File: src/core/ztmd_map.svh
// register map, field positions, reset values and timing counts for the zero tracking block
// assumes a 32-bit apb master and a 250 MHz pclk
`ifndef ZTMD_MAP_SVH
`define ZTMD_MAP_SVH

`define ZTMD_A_CTRL      12'h000
`define ZTMD_A_ZBAND     12'h004
`define ZTMD_A_ZINT      12'h008
`define ZTMD_A_MBAND     12'h00C
`define ZTMD_A_MPER      12'h010
`define ZTMD_A_DIV       12'h014
`define ZTMD_A_ZERO      12'h018
`define ZTMD_A_STATUS    12'h01C
`define ZTMD_A_NET       12'h020
`define ZTMD_A_IRQ_STAT  12'h024
`define ZTMD_A_IRQ_MASK  12'h028

`define ZTMD_CTRL_AZT    0
`define ZTMD_CTRL_MOT    1
`define ZTMD_CTRL_PUZ    2

`define ZTMD_EV_STABLE   0
`define ZTMD_EV_MOTION   1
`define ZTMD_EV_TRACK    2
`define ZTMD_EV_REJECT   3
`define ZTMD_EV_REFUSE   4

`define ZTMD_RST_CTRL    3'h2
`define ZTMD_RST_BAND    8'h01
`define ZTMD_RST_MS      14'h03E8
`define ZTMD_RST_DIV     16'h0001
`define ZTMD_MS_MIN      14'h0032
`define ZTMD_MS_MAX      14'h2710

`define ZTMD_TICK_NS     1000000
`define ZTMD_CLK_NS      4
`define ZTMD_MS_CYCLES   (`ZTMD_TICK_NS / `ZTMD_CLK_NS)

`endif

File: src/core/ztmd_pkg.sv
// types shared by the zero tracking and motion detection block
// assumes ztmd_map.svh for all numbers
package ztmd_pkg;
    typedef logic signed [23:0] ztmd_weight_t;
    typedef logic        [13:0] ztmd_ms_t;
    typedef logic        [4:0]  ztmd_ev_t;
    typedef enum logic { ZTMD_SETTLING, ZTMD_STEADY } ztmd_mstate_t;
endpackage

File: src/core/ztmd_top.sv
// zero tracking and motion detection for one weighing channel, apb register slave
// assumes readings and requests arrive synchronous to pclk from the converter and tare logic
//
// Design decisions made here: the address map and the APB register port.
`include "ztmd_map.svh"

module ztmd_top
    import ztmd_pkg::*;
#(
    parameter int unsigned MS_CYCLES = `ZTMD_MS_CYCLES
)
(
    input  wire logic         pclk,
    input  wire logic         presetn,
    input  wire logic         psel,
    input  wire logic         penable,
    input  wire logic         pwrite,
    input  wire logic [11:0]  paddr,
    input  wire logic [31:0]  pwdata,
    output logic      [31:0]  prdata,
    output logic              pready,
    output logic              pslverr,
    input  wire logic         sample_valid,
    input  wire ztmd_weight_t sample_gross,
    input  wire logic         tare_req,
    input  wire logic         zero_req,
    input  wire logic         total_req,
    output logic              tare_ack,
    output logic              zero_ack,
    output logic              total_ack,
    output logic              req_refused,
    output ztmd_weight_t      zero_offset,
    output logic              stable,
    output logic              irq
);

    // band check in half divisions: code 0 is half a division, else code divisions
    function automatic logic in_band(input ztmd_weight_t a, input ztmd_weight_t b,
                                     input logic [7:0] code, input logic [15:0] div);
        logic signed [24:0] diff;
        logic        [24:0] mag;
        logic        [25:0] lim;
        diff = 25'(a) - 25'(b);
        mag  = diff[24] ? 25'(-diff) : 25'(diff);
        if (code == 8'h00)
            lim = {10'h000, div};
        else
            lim = {1'b0, 24'(div) * 24'(code), 1'b0};   // full 24-bit product, no wrap at high codes
        return {mag, 1'b0} <= lim;
    endfunction

    function automatic logic ms_ok(input logic [31:0] v);
        return (v[31:14] == 18'h00000) && (v[13:0] >= `ZTMD_MS_MIN) && (v[13:0] <= `ZTMD_MS_MAX);
    endfunction

    logic [2:0]   ctrl_q,  ctrl_d;
    logic [7:0]   zband_q, zband_d;
    logic [7:0]   mband_q, mband_d;
    ztmd_ms_t     zint_q,  zint_d;
    ztmd_ms_t     mper_q,  mper_d;
    logic [15:0]  div_q,   div_d;
    ztmd_ev_t     ist_q,   ist_d;
    ztmd_ev_t     mask_q,  mask_d;
    logic [31:0]  prdata_q, prdata_d;
    logic         pready_q, pready_d;
    logic         pslverr_q, pslverr_d;
    logic         irq_q,   irq_d;
    logic         wr_en;
    logic         zero_wr;
    logic         ev_reject;
    ztmd_ev_t     events;

    logic [17:0]  tick_cnt_q, tick_cnt_d;
    logic         tick;

    ztmd_mstate_t mst_q,   mst_d;
    ztmd_weight_t ref_q,   ref_d;
    ztmd_ms_t     mcnt_q,  mcnt_d;
    logic         ev_stable;
    logic         ev_motion;

    ztmd_weight_t zero_q,  zero_d;
    ztmd_weight_t last_q,  last_d;
    logic         first_q, first_d;
    logic         chk_q,   chk_d;
    ztmd_ms_t     acnt_q,  acnt_d;
    logic         ev_track;

    logic         tare_ack_q,  tare_ack_d;
    logic         zero_ack_q,  zero_ack_d;
    logic         total_ack_q, total_ack_d;
    logic         refused_q,   refused_d;

    // one wait state: pready rises one cycle into the access phase
    assign wr_en   = psel & penable & pready_q & pwrite;
    assign zero_wr = wr_en & (paddr == `ZTMD_A_ZERO);

    // configuration, interrupt and bus answer next state
    always_comb
    begin
        ctrl_d    = ctrl_q;
        zband_d   = zband_q;
        mband_d   = mband_q;
        zint_d    = zint_q;
        mper_d    = mper_q;
        div_d     = div_q;
        mask_d    = mask_q;
        ev_reject = 1'b0;
        prdata_d  = prdata_q;
        pready_d  = psel & penable & ~pready_q;
        pslverr_d = 1'b0;
        if (wr_en)
        begin
            unique case (paddr)
                `ZTMD_A_CTRL:     ctrl_d  = pwdata[2:0];
                `ZTMD_A_ZBAND:    zband_d = pwdata[7:0];
                `ZTMD_A_MBAND:    mband_d = pwdata[7:0];
                `ZTMD_A_DIV:      div_d   = pwdata[15:0];
                `ZTMD_A_IRQ_MASK: mask_d  = pwdata[4:0];
                `ZTMD_A_ZINT:
                begin
                    if (ms_ok(pwdata))
                        zint_d = pwdata[13:0];
                    else
                        ev_reject = 1'b1;
                end
                `ZTMD_A_MPER:
                begin
                    if (ms_ok(pwdata))
                        mper_d = pwdata[13:0];
                    else
                        ev_reject = 1'b1;
                end
                default: ;
            endcase
        end
        if (psel & penable & ~pready_q)
        begin
            prdata_d = 32'h0000_0000;
            unique case (paddr)
                `ZTMD_A_CTRL:     prdata_d = {29'h0, ctrl_q};
                `ZTMD_A_ZBAND:    prdata_d = {24'h0, zband_q};
                `ZTMD_A_ZINT:     prdata_d = {18'h0, zint_q};
                `ZTMD_A_MBAND:    prdata_d = {24'h0, mband_q};
                `ZTMD_A_MPER:     prdata_d = {18'h0, mper_q};
                `ZTMD_A_DIV:      prdata_d = {16'h0, div_q};
                `ZTMD_A_ZERO:     prdata_d = 32'(zero_q);
                `ZTMD_A_STATUS:   prdata_d = {29'h0, chk_q, first_q, mst_q == ZTMD_STEADY};
                `ZTMD_A_NET:      prdata_d = 32'(signed'(last_q) - signed'(zero_q));
                `ZTMD_A_IRQ_STAT: prdata_d = {27'h0, ist_q};
                `ZTMD_A_IRQ_MASK: prdata_d = {27'h0, mask_q};
                default:          pslverr_d = 1'b1;
            endcase
            if (pwrite)
                prdata_d = prdata_q;
            if (pwrite & (paddr > `ZTMD_A_IRQ_MASK))
                pslverr_d = 1'b1;
        end
        // set wins over a write-one clear in the same cycle
        ist_d = ist_q & ~((wr_en & (paddr == `ZTMD_A_IRQ_STAT)) ? pwdata[4:0] : 5'h00);
        ist_d = ist_d | events;
        irq_d = |(ist_d & mask_d);
    end

    assign events = {refused_d, ev_reject, ev_track, ev_motion, ev_stable};

    always_ff @(posedge pclk or negedge presetn)
    begin
        if (!presetn)
        begin
            ctrl_q    <= `ZTMD_RST_CTRL;
            zband_q   <= `ZTMD_RST_BAND;
            mband_q   <= `ZTMD_RST_BAND;
            zint_q    <= `ZTMD_RST_MS;
            mper_q    <= `ZTMD_RST_MS;
            div_q     <= `ZTMD_RST_DIV;
            ist_q     <= 5'h00;
            mask_q    <= 5'h00;
            prdata_q  <= 32'h0000_0000;
            pready_q  <= 1'b0;
            pslverr_q <= 1'b0;
            irq_q     <= 1'b0;
        end
        else
        begin
            ctrl_q    <= ctrl_d;
            zband_q   <= zband_d;
            mband_q   <= mband_d;
            zint_q    <= zint_d;
            mper_q    <= mper_d;
            div_q     <= div_d;
            ist_q     <= ist_d;
            mask_q    <= mask_d;
            prdata_q  <= prdata_d;
            pready_q  <= pready_d;
            pslverr_q <= pslverr_d;
            irq_q     <= irq_d;
        end
    end

    // millisecond time base shared by both timers
    always_comb
    begin
        tick       = (tick_cnt_q == 18'(MS_CYCLES - 1));
        tick_cnt_d = tick ? 18'h00000 : tick_cnt_q + 18'h00001;
    end

    always_ff @(posedge pclk or negedge presetn)
    begin
        if (!presetn)
            tick_cnt_q <= 18'h00000;
        else
            tick_cnt_q <= tick_cnt_d;
    end

    // motion detection: reference restarts at every excursion
    always_comb
    begin
        mst_d     = mst_q;
        ref_d     = ref_q;
        mcnt_d    = mcnt_q;
        ev_stable = 1'b0;
        ev_motion = 1'b0;
        if (!ctrl_q[`ZTMD_CTRL_MOT])
        begin
            mst_d  = ZTMD_STEADY;
            mcnt_d = 14'h0000;
            ref_d  = last_q;
        end
        else if (sample_valid && !in_band(sample_gross, ref_q, mband_q, div_q))
        begin
            mst_d  = ZTMD_SETTLING;
            ref_d  = sample_gross;
            mcnt_d = 14'h0000;
            ev_motion = (mst_q == ZTMD_STEADY);
        end
        else
        begin
            if (tick && (mcnt_q < mper_q))
                mcnt_d = mcnt_q + 14'h0001;
            unique case (mst_q)
                ZTMD_SETTLING: if (mcnt_q >= mper_q) mst_d = ZTMD_STEADY;
                ZTMD_STEADY:   ;
            endcase
        end
        ev_stable = (mst_d == ZTMD_STEADY) && (mst_q == ZTMD_SETTLING);
    end

    always_ff @(posedge pclk or negedge presetn)
    begin
        if (!presetn)
        begin
            mst_q  <= ZTMD_SETTLING;
            ref_q  <= 24'h000000;
            mcnt_q <= 14'h0000;
        end
        else
        begin
            mst_q  <= mst_d;
            ref_q  <= ref_d;
            mcnt_q <= mcnt_d;
        end
    end

    // zero offset: power-up capture, periodic tracking, accepted zero requests
    always_comb
    begin
        zero_d   = zero_q;
        last_d   = sample_valid ? sample_gross : last_q;
        first_d  = first_q;
        chk_d    = chk_q;
        acnt_d   = acnt_q;
        ev_track = 1'b0;
        if (tick)
        begin
            if (acnt_q + 14'h0001 >= zint_q)
            begin
                acnt_d = 14'h0000;
                chk_d  = 1'b1;
            end
            else
                acnt_d = acnt_q + 14'h0001;
        end
        if (zero_wr)
            zero_d = pwdata[23:0];
        if (zero_req && (mst_q == ZTMD_STEADY))
            zero_d = last_q;
        if (sample_valid)
        begin
            if (first_q)
            begin
                first_d = 1'b0;
                if (ctrl_q[`ZTMD_CTRL_PUZ])
                    zero_d = sample_gross;
            end
            else if (chk_q)
            begin
                chk_d = 1'b0;
                // checks lapse silently while tracking is off
                if (ctrl_q[`ZTMD_CTRL_AZT] && in_band(sample_gross, zero_q, zband_q, div_q))
                begin
                    zero_d   = sample_gross;
                    ev_track = (sample_gross != zero_q);
                end
            end
        end
    end

    always_ff @(posedge pclk or negedge presetn)
    begin
        if (!presetn)
        begin
            zero_q  <= 24'h000000;
            last_q  <= 24'h000000;
            first_q <= 1'b1;
            chk_q   <= 1'b0;
            acnt_q  <= 14'h0000;
        end
        else
        begin
            zero_q  <= zero_d;
            last_q  <= last_d;
            first_q <= first_d;
            chk_q   <= chk_d;
            acnt_q  <= acnt_d;
        end
    end

    // request gating: refusal rather than hold-off, so no stale request lingers
    always_comb
    begin
        tare_ack_d  = tare_req  & (mst_q == ZTMD_STEADY);
        zero_ack_d  = zero_req  & (mst_q == ZTMD_STEADY);
        total_ack_d = total_req & (mst_q == ZTMD_STEADY);
        refused_d   = (tare_req | zero_req | total_req) & (mst_q != ZTMD_STEADY);
    end

    always_ff @(posedge pclk or negedge presetn)
    begin
        if (!presetn)
        begin
            tare_ack_q  <= 1'b0;
            zero_ack_q  <= 1'b0;
            total_ack_q <= 1'b0;
            refused_q   <= 1'b0;
        end
        else
        begin
            tare_ack_q  <= tare_ack_d;
            zero_ack_q  <= zero_ack_d;
            total_ack_q <= total_ack_d;
            refused_q   <= refused_d;
        end
    end

    // every output straight from a flop
    assign prdata      = prdata_q;
    assign pready      = pready_q;
    assign pslverr     = pslverr_q;
    assign tare_ack    = tare_ack_q;
    assign zero_ack    = zero_ack_q;
    assign total_ack   = total_ack_q;
    assign req_refused = refused_q;
    assign zero_offset = zero_q;
    assign stable      = (mst_q == ZTMD_STEADY);
    assign irq         = irq_q;

endmodule

File: config.mk
export PLATFORM = sky130hd
export DESIGN_NAME = ztmd_top
export DESIGN_NICKNAME = d
export VERILOG_FILES = /design/src/core/ztmd_pkg.sv /design/src/core/ztmd_top.sv
export VERILOG_INCLUDE_DIRS = /design/src /design/src/core
export SDC_FILE = /design/constraint.sdc
export NUM_CORES = 1
export LEC_CHECK = 0
export BUFFER_PORTS_ARGS = -buffer_cell sky130_fd_sc_hd__buf_2
export CAP_MARGIN = 10
export CORE_MARGIN = 2
export CORE_UTILIZATION = 47
export DETAILED_ROUTE_END_ITERATION = 10
export PLACE_DENSITY = 0.66
export RECOVER_POWER = 50
export SLEW_MARGIN = 40
export SYNTH_ARGS = -nofsm -noshare
export SYNTH_HDL_FRONTEND = slang
export SYNTH_SLANG_ARGS = --single-unit
File: constraint.sdc
create_clock -name pclk -period 8 [get_ports pclk]
set_input_delay 0.8 -clock pclk [delete_from_list [all_inputs] [get_ports pclk]]
set_output_delay 0.8 -clock pclk [all_outputs]
set_load 0.02 [all_outputs]
==> metrics.cfg <==
[status]
status = finished, violations left
failed_checks = max-capacitance violations, max-slew violations

[place]
gp_congestion = 0.965
portBuffers = 140
post-place-ws_ps = 247
hpwl_mm = 66.7

[floorplanning]
num_rows = 86
die_w_um = 241
io_pins = 141
dieArea_sq_mm = 0.0582
design.core.area_sq_mm = 0.0554
die_h_um = 241
initial_utilization_pct = 47.7

[worst_setup_path]
cp_top_family = adder cells
crit_path_top_delay_cell = fa_1
cp_common_cell = fa_1
critPathLaunchType = register
worst-path-max-fanout = 13
path_buf_inv = 4
criticalPathCategory = register to register
crit_arrival_ps = 8080
critical_path_required_ps = 8450
max_stage_delay_ps = 550
worst_setup_path_end_kind = register

[sta]
finalClockSkew_ps = 26.5
fin_crit_ps = 7630
finalSetupViolations = 0
setup_ws_ps = 371
setup_tns_ps = 0
min_period_over_period_pct = 95.4
finalHoldViolations = 0
worst_slew_pin_slew_ps = 3800
fmax_ghz = 0.131
grt_setup_unrepaired = no
relSlewSlack_pct = -153
drv_slew = 264

[global_routing]
grt_start_max_net_pins = 66
grt_overflow_total = 0
use_met2_pct = 46.7
busiest_layer = met2
track_usage_pct = 29.2
met1_usage_pct = 40.6
grt_pass1_vias = 22672
antenna_found_initial = 2
grt_pass1_wl_mm = 131
grt_util_met3_pct = 4.18

[clock_tree]
clock-root-buffer = clkbuf_16
clock_latency_ps = 590
h-tree-depth = 1
cts_tree = built
clk_pin_slew_worst_paths_ps = 70
hold_buffers = 0
clk_path_buf_depth = 3
numClockSinks = 226
cts_made_buffers = 27

[finish]
final_layout_size_suffix_gt1_share_pct = 13.6
syn_to_final_growth_pct = 9.77
nets = 3643
antennaDiodeCount = 0

[drt]
drt_pre_antenna_iters = 6
totalWireLength_mm = 84.2
vias = 23081
drc = 0
post_drt_wl_per_cell_um = 21.5
viasPerCell = 5.88
drtIter0Drc = 1875
ant_nets = 0

[logic_synthesis]
synth.distinct_cells = 87
ys.warnings.count = 0
synth_area_sq_mm = 0.0264
ys_ff_latch = 226
syn_nets = 3553
synth.top_cell.area_share_pct = 19.8
yosysSeqAreaShare_pct = 21.5
synth_ff_type = dfrtp_1
synthArstFlopShare_pct = 100
synth_top_cells_by_area = dfrtp_1 (20%), fa_1 (13%), ha_1 (11%)
post-synth-top-area-cell = dfrtp_1
syn_area_per_cell_sq_um = 8.63
synth-edff-count = 0
syn_inst = 3064

[power]
p_leak_nw = 14.1
ir_drop_mv = 0.171
power_per_cell_area_mw_per_mm2 = 144

[min_path]
min_path_type = input pin to register

[flow_run]
maxCapViolations = 5

[cell families (layout without fill, tap and decap cells)]
group	count (synthesis)	after routing	share of synthesized area, %
XOR/XNOR	160	160	5.30
flip-flops	226	226	21.5
buffers and inverters	490	601	7.29
AO/OA/AOI/OAI	594	594	14.5
multiplexers	206	206	8.63
AND/OR/NAND/NOR	976	976	18.5
adder cells (fa/ha/maj)	412	412	24.3
[worst paths after layout]
kind                                 start         endpoint  slack [ps]  depth (start not counted)
worst max-delay path              div_q[1]  zero_offset[20]         370                         27
worst min-delay path              tare_req         tare_ack         450                          2
worst max register to register    div_q[1]  zero_offset[20]         370                         27
worst min register to register  prdata[10]       prdata[10]         490                          2
max in group asynchronous          presetn       prdata[16]        1510                          2
min in group asynchronous          presetn   tick_cnt_q[17]        1520                          1
[sequential cells by signal, indices dropped and copies added, names as in the netlist, 3 cells and up]
| signal | cells |
|---|---|
| mper_q | 14 |
| ref_q | 24 |
| acnt_q | 14 |
| ctrl_q | 3 |
| prdata | 25 |
| mask_q | 5 |
| div_q | 16 |
| mband_q | 8 |
| zint_q | 14 |
| zband_q | 8 |
| zero_offset | 24 |
| last_q | 24 |
| tick_cnt_q | 18 |
| mcnt_q | 14 |
| ist_q | 5 |
[layout by cell type, fill, tap and decap left out, types with 61 or more instances in the layout]
cell type,n
dfrtp_1,209
xnor2_1,103
o21ai_0,153
inv_1,331
a21o_1,61
fa_1,171
a21oi_1,150
nor2_1,160
mux2i_1,87
nand3_1,73
buf_2,139
ha_1,241
nand2_1,297
buf_4,69
and2_1,175
mux2_2,99
[per-layer routing]
| layer | wire [um] | share of wire [%] |
|---|---|---|
| met1 | 37000 | 44 |
| met5 | 0 | 0 |
| met3 | 5960 | 7.1 |
| met4 | 3050 | 3.6 |
| met2 | 38300 | 45 |
[where the power goes]
group / internal (mW) / switching (mW) / leakage (nW)
registers: 1.19 / 0.0612 / 2.90
logic: 0.678 / 0.994 / 10.7
clock network: 0.725 / 0.544 / 0.437
[metrics by stage]
step / total power [mW] / util, % / hold slack [ps] / cells / instance area [sq um]
after CTS: 4.15 / 52.3 / 189 / 3918 / 29000
final: 4.19 / 52.4 / 447 / 3923 / 29000
after detailed placement: 2.87 / 50.7 / 469 / 3868 / 28100
after global placement: 2.83 / 50.5 / 468 / 3865 / 28000
after floorplan: 2.40 / - / 456 / 3064 / 26400
after global routing: 4.42 / 52.4 / 439 / 3923 / 29000
[worst reg2reg max path: stages, from the launching register on]
cell,delay [ps]
dfrtp_1,520
and2_1,240
fa_1,520
fa_1,550
fa_1,550
inv_1,50
fa_1,540
inv_1,50
ha_1,290
or2_2,130
a21oi_1,100
a2111oi_2,490
nor2_1,130
a2111o_1,420
a31oi_1,230
a31oi_1,140
xnor2_1,160
nand2_1,70
ha_1,340
nand4_1,120
nor4_1,330
nand4_1,160
o21a_1,170
o31ai_1,400
a31oi_4,110
buf_8,190
buf_8,170
mux2_4,310
[cell type report]
type | count | area (sq um)
Clock buffer | 42 | 802
Clock inverter | 8 | 90.1
Fill cell | 5187 | 26400
Inverter | 331 | 1240
Multi-Input combinational cell | 2348 | 18900
Sequential cell | 226 | 5680
Tap cell | 748 | 936
Timing Repair Buffer | 220 | 1370
[synth_stat cells (61+ instances only)]
| cell type | instances |
|---|---|
| inv_1 | 331 |
| nand2_1 | 299 |
| ha_1 | 241 |
| dfrtp_1 | 209 |
| and2_1 | 176 |
| fa_1 | 171 |
| nor2_1 | 160 |
| o21ai_0 | 154 |
| a21oi_1 | 151 |
| clkbuf_1 | 132 |
| xnor2_1 | 103 |
| mux2_2 | 99 |
| mux2i_1 | 87 |
| nand3_1 | 73 |
| a21o_1 | 61 |
[timing repair]
action / in CTS / in global routing
resized for setup: 0 / 5
endpoints found under the setup margin: 0 / 59
setup buffers: 0 / 4
endpoints found under the hold margin: 0 / 0
Note: power is estimated with default switching activity, not from simulation.
